File: src/hw/layout_pkg.sv
/*
 * constants, types and register map of the save-area layout block.
 * assumes a 32-bit AHB-Lite slave port and a 64-byte aligned save-area base.
 */
package layout_pkg;
	localparam int NUM_COMP = 8;
	localparam int FIRST_EXT = 2;
	localparam int ALIGN_BITS = 6;
	localparam int FORMAT_BIT = 31;
	localparam int CAPS_COMPACT_BIT = 1;
	localparam logic COMPACT_SUPPORT = 1'b1;

	// area geometry, byte offsets from the save-area base
	localparam logic [15:0] LEGACY_OFF = 16'h0000;
	localparam logic [15:0] LEGACY_SIZE = 16'h0200;
	localparam logic [15:0] HDR_OFF = 16'h0200;
	localparam logic [15:0] EXT_OFF = 16'h0240;
	localparam logic [15:0] FP_LO_END = 16'h0017;
	localparam logic [15:0] SIMD_LO_END = 16'h001f;
	localparam logic [15:0] FP_HI_END = 16'h009f;
	localparam logic [15:0] SIMD_HI_END = 16'h019f;
	localparam logic [15:0] RSVD_END = 16'h01cf;
	localparam logic [15:0] LEGACY_END = 16'h01ff;
	localparam logic [15:0] PRESENT_END = 16'h0207;
	localparam logic [15:0] COMPACT_END = 16'h020f;
	localparam logic [15:0] HDR_END = 16'h023f;

	// per-component size and standard offset, index 7 leftmost
	localparam logic [NUM_COMP-1:0][15:0] COMP_SIZE_TBL =
		{16'h0000, 16'h0000, 16'h0000, 16'h0000, 16'h0000, 16'h0100, 16'h0000, 16'h0000};
	localparam logic [NUM_COMP-1:0][15:0] COMP_STD_OFF_TBL =
		{16'h0000, 16'h0000, 16'h0000, 16'h0000, 16'h0000, 16'h0240, 16'h0000, 16'h0000};

	// register byte addresses
	localparam logic [7:0] A_BASE = 8'h00;
	localparam logic [7:0] A_PRESENT_LO = 8'h04;
	localparam logic [7:0] A_PRESENT_HI = 8'h08;
	localparam logic [7:0] A_COMPACT_LO = 8'h0c;
	localparam logic [7:0] A_COMPACT_HI = 8'h10;
	localparam logic [7:0] A_USER_MASK = 8'h14;
	localparam logic [7:0] A_SUPV_MASK = 8'h18;
	localparam logic [7:0] A_COMP_SEL = 8'h1c;
	localparam logic [7:0] A_COMP_OFFSET = 8'h20;
	localparam logic [7:0] A_COMP_ADDR = 8'h24;
	localparam logic [7:0] A_COMP_SIZE = 8'h28;
	localparam logic [7:0] A_STATUS = 8'h2c;
	localparam logic [7:0] A_AREA_SIZE = 8'h30;
	localparam logic [7:0] A_CAPS = 8'h34;
	localparam logic [7:0] A_PROBE_OFF = 8'h38;
	localparam logic [7:0] A_PROBE_REGION = 8'h3c;

	// status bit positions
	localparam int ST_COMPACTED = 0;
	localparam int ST_RESTORE_COMPACTED = 1;
	localparam int ST_PRESENT = 2;
	localparam int ST_IN_AREA = 3;
	localparam int ST_MISALIGNED = 4;
	localparam int ST_FMT_ERR = 5;

	// reset values
	localparam logic [31:0] BASE_RST = 32'h00000000;
	localparam logic [31:0] BITMAP_RST = 32'h00000000;
	localparam logic [31:0] USER_MASK_RST = 32'h00000001;
	localparam logic [31:0] SUPV_MASK_RST = 32'h00000000;
	localparam logic [5:0] SEL_RST = 6'h00;
	localparam logic [15:0] PROBE_RST = 16'h0000;

	typedef enum logic [2:0] {
		RG_FP = 3'b000,
		RG_SIMD = 3'b001,
		RG_UNUSED = 3'b010,
		RG_RSVD = 3'b011,
		RG_PRESENT = 3'b100,
		RG_COMPACT = 3'b101,
		RG_HDR_RSVD = 3'b110,
		RG_EXT = 3'b111
	} region_t;

	typedef struct packed {
		logic [31:0] comp_addr;
		logic [15:0] comp_size;
		logic comp_in_area;
		logic comp_present;
		logic compacted;
		logic restore_compacted;
	} layout_t;
endpackage

File: src/hw/state_save_area_layout.sv
/*
 * save-area layout engine: holds the header bitmaps, enable masks and the
 * area base, and works out where each state component sits in memory.
 * assumes a single-master AHB-Lite bus on hclk and word-sized accesses.
 */
//
// Contract
// issuer supplies a save-area base aligned to 64 bytes.
// legacy region is the 512 bytes at the base.
// 64-byte header starts 512 bytes above the base.
// extended region starts at 576 and holds components 2 and up.
// extended size follows supported components and user-or-supervisor mask bits; in compacted format the code sizes the area by the compaction bitmap instead.
// floating-point stack state uses legacy bytes 23:0 and 159:32.
// simd state uses legacy bytes 31:24 and 415:160.
// legacy bytes 511:416 hold no state; 463:416 are reserved.
// header bytes 7:0 are the present-components bitmap.
// header bytes 15:8 are the compaction bitmap; bit 63 picks format.
// compaction bit 63 set selects compacted restore, else standard.
// software keeps compaction bitmap zero without compaction support.
// header bytes 63:16 are reserved.
// standard format puts each component at its fixed reported offset.
// compacted format omits components whose compaction bit is clear.
// lowest selected component in bits 62:2 sits at offset 576.
// later selected components follow the previous one by its size.
// only component 2, the wide-vector upper halves, is extended.
// standard always supported; compacted only with compaction extensions.
// compaction support reported in bit 1 of the capability word.
// each supported component's byte size is reported.
// offsets are derived combinationally from base, format bit and bitmap.
`timescale 1ns/1ns
module state_save_area_layout (
	// clock and reset
	input wire logic hclk,
	input wire logic hresetn,
	// ahb-lite slave
	input wire logic hsel,
	input wire logic [31:0] haddr,
	input wire logic [1:0] htrans,
	input wire logic hwrite,
	input wire logic [2:0] hsize,
	input wire logic [31:0] hwdata,
	input wire logic hready,
	output logic hreadyout,
	output logic [31:0] hrdata,
	output logic hresp,
	// layout of the selected component, towards the save/restore sequencer
	output layout_pkg::layout_t layout
);
	import layout_pkg::*;

	logic [31:0] base_r;
	logic [31:0] present_lo_r;
	logic [31:0] present_hi_r;
	logic [31:0] compact_lo_r;
	logic [31:0] compact_hi_r;
	logic [31:0] user_mask_r;
	logic [31:0] supv_mask_r;
	logic [5:0] sel_r;
	logic [15:0] probe_r;
	logic misalign_r;
	logic wr_pend_r;
	logic [7:0] wr_addr_r;
	logic rd_pend_r;
	logic [7:0] rd_addr_r;
	logic hreadyout_r;
	logic [31:0] hrdata_r;
	layout_t layout_r;
	region_t region_r;

	logic xfer;
	logic fmt_req;
	logic compacted;
	logic fmt_err;
	logic [NUM_COMP-1:0] cbits;
	logic [NUM_COMP-1:0] enabled;
	logic [NUM_COMP-1:0] supported;
	logic [NUM_COMP-1:0][15:0] comp_off;
	logic [NUM_COMP-1:0] comp_in;
	logic [2:0] idx;
	logic sel_ok;
	logic [15:0] sel_off;
	logic [15:0] sel_size;
	logic [15:0] std_area;
	logic [15:0] area_size;
	layout_t lay;
	region_t region;
	logic [31:0] rd_word;

	// bytes taken by the extended components in mask that sit below component limit
	function automatic logic [15:0] sum_sizes(input logic [NUM_COMP-1:0] mask,
		input int limit);
		logic [15:0] acc;
		acc = 16'h0000;
		for (int j = FIRST_EXT; j < NUM_COMP; j++) begin
			if (j < limit && mask[j]) begin
				acc = acc + COMP_SIZE_TBL[j];
			end
		end
		return acc;
	endfunction

	// which part of the area a byte offset falls in
	function automatic region_t region_of(input logic [15:0] off);
		if (off <= FP_LO_END) begin
			return RG_FP;
		end else if (off <= SIMD_LO_END) begin
			return RG_SIMD;
		end else if (off <= FP_HI_END) begin
			return RG_FP;
		end else if (off <= SIMD_HI_END) begin
			return RG_SIMD;
		end else if (off <= RSVD_END) begin
			return RG_RSVD;
		end else if (off <= LEGACY_END) begin
			return RG_UNUSED;
		end else if (off <= PRESENT_END) begin
			return RG_PRESENT;
		end else if (off <= COMPACT_END) begin
			return RG_COMPACT;
		end else if (off <= HDR_END) begin
			return RG_HDR_RSVD;
		end else begin
			return RG_EXT;
		end
	endfunction

	assign xfer = hsel && htrans[1] && hready;

	// format selection; a compacted request without support falls back to standard
	assign fmt_req = compact_hi_r[FORMAT_BIT];
	assign compacted = fmt_req && COMPACT_SUPPORT;
	assign fmt_err = fmt_req && !COMPACT_SUPPORT;
	assign cbits = compact_lo_r[NUM_COMP-1:0];
	assign enabled = user_mask_r[NUM_COMP-1:0] | supv_mask_r[NUM_COMP-1:0];

	// per-component offset and presence, all combinational
	for (genvar i = 0; i < NUM_COMP; i++) begin : g_comp
		if (i < FIRST_EXT) begin : g_legacy
			assign supported[i] = 1'b1;
			assign comp_off[i] = LEGACY_OFF;
			assign comp_in[i] = 1'b1;
		end else begin : g_ext
			assign supported[i] = (COMP_SIZE_TBL[i] != 16'h0000);

			assign comp_off[i] = compacted ? EXT_OFF + sum_sizes(cbits & supported, i)
				: COMP_STD_OFF_TBL[i];
			assign comp_in[i] = supported[i] && (compacted ? cbits[i] : enabled[i]);
		end
	end

	assign sel_ok = (sel_r < 6'(NUM_COMP));
	assign idx = sel_r[2:0];
	assign sel_off = sel_ok ? comp_off[idx] : 16'h0000;
	assign sel_size = !sel_ok ? 16'h0000 : (idx < 3'(FIRST_EXT)) ? LEGACY_SIZE
		: COMP_SIZE_TBL[idx];

	// standard area ends after the highest enabled component
	always_comb begin
		std_area = EXT_OFF;
		for (int k = FIRST_EXT; k < NUM_COMP; k++) begin
			if (supported[k] && enabled[k] &&
				COMP_STD_OFF_TBL[k] + COMP_SIZE_TBL[k] > std_area) begin
				std_area = COMP_STD_OFF_TBL[k] + COMP_SIZE_TBL[k];
			end
		end
	end

	assign area_size = compacted ? EXT_OFF + sum_sizes(cbits & supported, NUM_COMP)
		: std_area;

	always_comb begin
		lay.comp_addr = base_r + {16'h0000, sel_off};
		lay.comp_size = sel_size;
		lay.comp_in_area = sel_ok && comp_in[idx];
		lay.comp_present = sel_ok && (idx < 3'(FIRST_EXT) || comp_in[idx]) &&
			present_lo_r[idx];
		lay.compacted = compacted;
		lay.restore_compacted = compacted;
	end

	assign region = region_of(probe_r);

	// read mux uses live values so a write just before a read is seen
	always_comb begin
		rd_word = 32'h00000000;
		case (rd_addr_r)
			A_BASE: rd_word = base_r;
			A_PRESENT_LO: rd_word = present_lo_r;
			A_PRESENT_HI: rd_word = present_hi_r;
			A_COMPACT_LO: rd_word = compact_lo_r;
			A_COMPACT_HI: rd_word = compact_hi_r;
			A_USER_MASK: rd_word = user_mask_r;
			A_SUPV_MASK: rd_word = supv_mask_r;
			A_COMP_SEL: rd_word = {26'h0000000, sel_r};
			A_COMP_OFFSET: rd_word = {16'h0000, sel_off};
			A_COMP_ADDR: rd_word = lay.comp_addr;
			A_COMP_SIZE: rd_word = {16'h0000, sel_size};
			A_STATUS: begin
				rd_word[ST_COMPACTED] = compacted;
				rd_word[ST_RESTORE_COMPACTED] = lay.restore_compacted;
				rd_word[ST_PRESENT] = lay.comp_present;
				rd_word[ST_IN_AREA] = lay.comp_in_area;
				rd_word[ST_MISALIGNED] = misalign_r;
				rd_word[ST_FMT_ERR] = fmt_err;
			end
			A_AREA_SIZE: rd_word = {16'h0000, area_size};
			A_CAPS: rd_word[CAPS_COMPACT_BIT] = COMPACT_SUPPORT;
			A_PROBE_OFF: rd_word = {16'h0000, probe_r};
			A_PROBE_REGION: rd_word = {29'h00000000, region_r};
			default: rd_word = 32'h00000000;
		endcase
	end

	// bus phase tracking: writes take no wait state, reads take one
	always_ff @(posedge hclk or negedge hresetn) begin
		if (!hresetn) begin
			wr_pend_r <= 1'b0;
			wr_addr_r <= 8'h00;
			rd_pend_r <= 1'b0;
			rd_addr_r <= 8'h00;
			hreadyout_r <= 1'b1;
		end else begin
			wr_pend_r <= xfer && hwrite && (hsize == 3'h2);
			rd_pend_r <= xfer && !hwrite;
			if (xfer) begin
				wr_addr_r <= {haddr[7:2], 2'b00};
				rd_addr_r <= {haddr[7:2], 2'b00};
			end
			hreadyout_r <= !(xfer && !hwrite);
		end
	end

	always_ff @(posedge hclk or negedge hresetn) begin
		if (!hresetn) begin
			hrdata_r <= 32'h00000000;
		end else if (rd_pend_r) begin
			hrdata_r <= rd_word;
		end
	end

	// software-written state; the low base bits are forced to the 64-byte grid
	always_ff @(posedge hclk or negedge hresetn) begin
		if (!hresetn) begin
			base_r <= BASE_RST;
			misalign_r <= 1'b0;
			present_lo_r <= BITMAP_RST;
			present_hi_r <= BITMAP_RST;
			compact_lo_r <= BITMAP_RST;
			compact_hi_r <= BITMAP_RST;
			user_mask_r <= USER_MASK_RST;
			supv_mask_r <= SUPV_MASK_RST;
			sel_r <= SEL_RST;
			probe_r <= PROBE_RST;
		end else if (wr_pend_r) begin
			case (wr_addr_r)
				A_BASE: begin
					base_r <= {hwdata[31:ALIGN_BITS], {ALIGN_BITS{1'b0}}};
					misalign_r <= (hwdata[ALIGN_BITS-1:0] != '0);
				end
				A_PRESENT_LO: present_lo_r <= hwdata;
				A_PRESENT_HI: present_hi_r <= hwdata;
				// not checked against support; software keeps it clear
				A_COMPACT_LO: compact_lo_r <= hwdata;
				A_COMPACT_HI: compact_hi_r <= hwdata;
				A_USER_MASK: user_mask_r <= hwdata;
				A_SUPV_MASK: supv_mask_r <= hwdata;
				A_COMP_SEL: sel_r <= hwdata[5:0];
				A_PROBE_OFF: probe_r <= hwdata[15:0];
				default: ;
			endcase
		end
	end

	always_ff @(posedge hclk or negedge hresetn) begin
		if (!hresetn) begin
			layout_r <= '0;
			region_r <= RG_FP;
		end else begin
			layout_r <= lay;
			region_r <= region;
		end
	end

	assign hreadyout = hreadyout_r;
	assign hrdata = hrdata_r;
	assign hresp = 1'b0;
	assign layout = layout_r;
endmodule

File: config.mk
export PLATFORM = sky130hd
export DESIGN_NAME = state_save_area_layout
export DESIGN_NICKNAME = d
export VERILOG_FILES = /design/src/hw/layout_pkg.sv /design/src/hw/state_save_area_layout.sv
export SDC_FILE = /design/constraint.sdc
export NUM_CORES = 1
export LEC_CHECK = 0
export BUFFER_PORTS_ARGS = -buffer_cell sky130_fd_sc_hd__buf_2
export CELL_PAD_IN_SITES_DETAIL_PLACEMENT = 1
export CELL_PAD_IN_SITES_GLOBAL_PLACEMENT = 2
export CORE_ASPECT_RATIO = 1.5
export CORE_MARGIN = 2
export CORE_UTILIZATION = 44
export DETAILED_ROUTE_END_ITERATION = 10
export PLACE_DENSITY_LB_ADDON = 0.1
export SETUP_SLACK_MARGIN = 0.02
export SLEW_MARGIN = 10
export SYNTH_ARGS = -nofsm -noshare
export SYNTH_HDL_FRONTEND = slang
export SYNTH_SLANG_ARGS = --single-unit
File: constraint.sdc
create_clock -name hclk -period 4.9 [get_ports hclk]
set_clock_uncertainty 0.15 [all_clocks]
set_input_delay 0.98 -clock hclk [delete_from_list [all_inputs] [get_ports hclk]]
set_output_delay 0.98 -clock hclk [all_outputs]
set_load 0.05 [all_outputs]
# == Yosys cells after proc, flatten, opt, wreduce, memory -nomap -nowiden ==
# Memory sizes are Yosys's and may differ from the RTL's.
# Index checks and enable logic that the tools add are counted.
# totals
reg_bits,336
memories,1
mem_bits_ro,128
output_inout_bits,86
# mem_list
memory,depth,width,read_ports,rd_clocked_by_memory_dff,write_ports,line,source
(no name shown),8,16,1,0,0,state_save_area_layout.sv:155,: COMP_SIZE_TBL[idx];
# op_classes
n_lt_le_gt_ge,13
mux,28
n_eq_ne,16
add_sub_neg,2
n_reduce_logical,22
n_bitwise,1
# op_table
cell,n
$pmux 26 s12,1
$mux 16,6
$pmux 4 s14,1
$bmux 16 s3,1
$eq 6x4->1 const B,8
$le 16x10->1 const B,3
$le 16x9->1 const B,3
$add 32x16->32,1
$le 16x5->1 const B,2
$eq 6x3->1 const B,4
$mux 3,6
$mux 9,2
$reduce_and 2->1,9
$le 16x8->1 const B,1
$pmux 1 s15,1
$pmux 1 s14,1
$eq 6x2->1 const B,2
$add 10x9->11 const A,1
$mux 11,1
$logic_and 1x1->1,8
$logic_not 8->1,1
$bmux 1 s3,2
$eq 6x1->1 const B,1
$lt 3x6->1 const B,1
other kinds (10),15

# == Depth between registers and ports, before layout ==
# depth
word_depth,10
mapped_depth,10
mapped_depth_nobuf,10

# == Least setup slack after synthesis ==
# No wires, ideal clock.
# synth_timing
path_type,reg2reg
startpoint,reg sel_r[1]
endpoint,"reg layout_r, in the netlist layout[47]"
slack_ns,2.309
path_stages_with_launch,9
setup_ns,0.127
required_ns,4.623
arrival_ns,2.314
cell_sequence,dfrtp_1 > clkbuf_1 > o221ai_1 > inv_1 > ha_1 > a21oi_1 > nand2_1 > and4_1 > or2_2
# synth_lines
item,line,source
"start, declared",state_save_area_layout.sv:58,logic [5:0] sel_r;
"start signal, assigned",state_save_area_layout.sv:267,A_COMP_SEL: sel_r <= hwdata[5:0];
"end signal, assigned",state_save_area_layout.sv:279,layout_r <= lay;
"end, declared",state_save_area_layout.sv:67,layout_t layout_r;

==> summary.txt <==
Clocking
  • CTS Buf Count: 34
  • Clock Latency Late Sink: 0.53 ns
  • Post_cts resized: 0
  • CTS tree: built
  • H-tree levels: 2
  • Clock sink total: 316
  • Setup Fix Bufs, Post-CTS: 0
  • Clock Tree Root: clkbuf_16
  • Hold-fix buffers, CTS: 0
  • Worst-path clk slew: 0.06 ns
  • Longest Clk Path Bufs: 3

STA
  • Fin crit period: 3.38 ns
  • Hold Vio Cnt, Final: 0
  • Setup TNS: 0 ns
  • Pins Over Slew Limit: 0
  • Fmax: 296 MHz
  • Post-route setup slack: 1.52 ns
  • RSZ-0062 raised after global routing: false
  • Final-report setup violation count: 0
  • Period utilization: 69.0%
  • Headroom to the max-slew limit: 17.1%
  • Worst-Margin Slew: 1.24 ns

Placement
  • Detailed Place HPWL: 28000 um
  • Number of cells after detailed placement: 1618
  • Setup WS pre-CTS: 1.57 ns
  • Gpl congestion: 0.789
  • Port buffer count: 111

Die
  • Row count: 81
  • Initial Util: 44.5%
  • Die area: 34400 um^2
  • Die width: 152 um
  • CORE AREA: 32500 um^2
  • Die Ht: 226 um
  • # IOs: 160

Global route
  • Vias in the first global route: 10800
  • Total track usage: 25.9%
  • Largest net degree at the start of global routing: 113
  • GR Overflow Total: 0
  • Global-route wire length before repair: 67500 um
  • Initial antenna violation count: 2

Yosys
  • Compound-Gate Fraction of Synth Area: 9.28%
  • Primary FF master, synth: dfrtp_1
  • Post-synth top area share: 54.3%
  • Avg Cell Area, Syn: 12.8 um^2
  • FF+latch count, synth: 316
  • Ys async rst share: 100%
  • Synth unique cells: 73
  • Simple-gate area share of the yosys netlist: 8.48%
  • Mapped Cells: 1132
  • Adder-Cell Fraction of Synth Area: 0.484%
  • Mux cell area share after synthesis: 22.0%
  • Yosys top cell by area: dfrtp_1
  • Main combinational cell family by area after synthesis: multiplexers
  • Post-synth EDFFs: 0
  • Mapped cell area: 14500 um^2
  • Syn. warnings: 0
  • Register area share after synthesis: 54.7%
  • Synth Area in XOR/XNOR: 1.39%
  • Synth area leaders: dfrtp_1, mux2_2, mux2i_1, nand2_1, a22oi_1

Power and ir drop
  • Leak pwr: 7.13 nW
  • Max VDD drop: 0.284 mV
  • PD cells: 396 nW/um^2

Outcome
  • Status: finished, final reports clean

Routing
  • Post-route ant nets: 0
  • DR WL met2: 23200 um
  • Met1 WL: 18100 um
  • Met3 WL: 1560 um
  • Via Count: 9994
  • Vias/cell: 5.95
  • Drt drc: 0
  • Routed length per instance: 26.1 um
  • Initial DRC count: 549
  • Initial DRT Pass Iterations: 5
  • Max layer used: met5
  • WL final: 43900 um

Layout
  • Final Net Count: 1317
  • Commonest cells after routing, fill and taps aside: dfrtp_1, mux2_2, buf_2
  • Share of cells above drive strength 1: 36.4%
  • Area grow syn2layout: 15.1%
  • Most common cell after layout, fill and taps aside: dfrtp_1
  • Final std cells w/o fill: 1681

Flow run
  • Maxcap violations: 0

Worst hold path
  • Hold crit path type: reg -> reg
  • Hold_sp: supv_mask_r[14]

Critical path
  • Worst path arrival time: 3.68 ns
  • Startpoint types: flop
  • FF-to-FF setup slack: 1.52 ns
  • Crit path kind: reg -> reg
  • Critical Path Sink Type: flop
  • Crit Reg-Reg Startpoint: sel_r[5]
  • Reg2reg end: hrdata[18]
  • Critical Path RT: 5.20 ns
  • Crit path capture: hrdata[18]
  • Number of cells on the worst reg-to-reg path: 10
  • CP max FO: 6
  • Crit. Startpoint: sel_r[5]
[worst min path at each step]
stage	slack (ns)	cells after the start	endpoint
finish	0.35	1	supv_mask_r[14]
global route	0.36	1	compact_lo_r[25]
CTS	0.35	1	supv_mask_r[14]
detailed placement	0.34	1	supv_mask_r[14]
global placement	0.33	1	supv_mask_r[12]
floorplan	0.30	2	misalign_r
[state kept, by name, indices dropped and copies added (netlist names)]
register and cells:
wr_addr_r 6, compact_lo_r 32, rd_pend_r 1, present_lo_r 32
base_r 26, layout 31, hrdata 32, hreadyout 1
supv_mask_r 32, misalign_r 1, probe_r 16, present_hi_r 32
user_mask_r 32, region_r 3, compact_hi_r 32, sel_r 6
wr_pend_r 1
[critical path, stage by stage, from the launching register on]
cell	delay, ns
dfrtp_1	0.43
nor3_1	0.29
o221ai_1	0.35
inv_1	0.17
ha_1	0.21
ha_1	0.20
nand3_1	0.31
a2111oi_0	0.66
xor2_1	0.26
nand2_1	0.08
a31oi_1	0.19
[report_power, final]
group	leakage, nW	switching, mW	total, mW	internal (mW)
logic	2.80	0.619	0.927	0.308
clock network	0.585	1.07	2.74	1.67
registers	3.74	0.157	2.93	2.77
[layout make-up]
type | count | area (um^2)
Clock buffer | 49 | 1020
Inverter | 12 | 45.0
Tap cell | 415 | 519
Fill cell | 3332 | 15900
Antenna cell | 1 | 2.50
Timing Repair Buffer | 143 | 843
Sequential cell | 316 | 7910
Clock inverter | 13 | 174
Multi-Input combinational cell | 732 | 6140
[metrics by stage]
step           area, um^2  util [%]  power, mW  hold slack (ns)
6_report            16700      51.2       6.59            0.351
5_1_grt             16700      51.2       6.84            0.364
4_1_cts             16700      51.2       6.67            0.351
3_5_place_dp        15500      47.5       3.90            0.337
3_3_place_gp        15500      47.5       3.88            0.328
2_1_floorplan       14500         -       3.54            0.301
[Yosys cell counts (3+ instances only)]
cell / instances
and2_1: 10
a311o_1: 9
a22o_1: 8
a221o_1: 5
o21ai_0: 15
buf_4: 27
and3_1: 11
and4_1: 5
buf_1: 10
clkbuf_1: 29
or2_2: 4
a21oi_1: 27
a22oi_1: 30
a221oi_1: 8
dfrtp_1: 314
ha_1: 4
a41oi_1: 9
nor2_1: 32
nor3_1: 9
nand2_1: 61
mux4_2: 5
mux2i_1: 26
nor4_1: 5
nand3b_1: 6
inv_1: 11
buf_2: 24
a211oi_1: 10
mux2_1: 18
nand4_1: 15
nor2b_1: 14
a31oi_1: 9
nand4b_1: 3
a222oi_1: 9
nand3_1: 28
xor2_1: 6
o2bb2ai_1: 14
mux2_2: 231
nand2b_1: 3
a31o_2: 3
or4_1: 4
xnor2_1: 17
[per-layer routing]
| metal | GRT usage (%) | vias to the layer above |
|---|---|---|
| met5 | 0 | - |
| met4 | 7.87 | 2 |
| met3 | 3.19 | 58 |
| met2 | 47.5 | 217 |
| met1 | 31.9 | 5343 |
| li1 | - | 4374 |
[kinds of logic after synthesis]
family / after synthesis
compound gates: 176
xor+xnor: 23
fa+ha+maj: 6
buf+inv: 104
flops: 316
mux: 280
other cells: 1
simple gates: 226
Power figures use the tool's default switching activity.
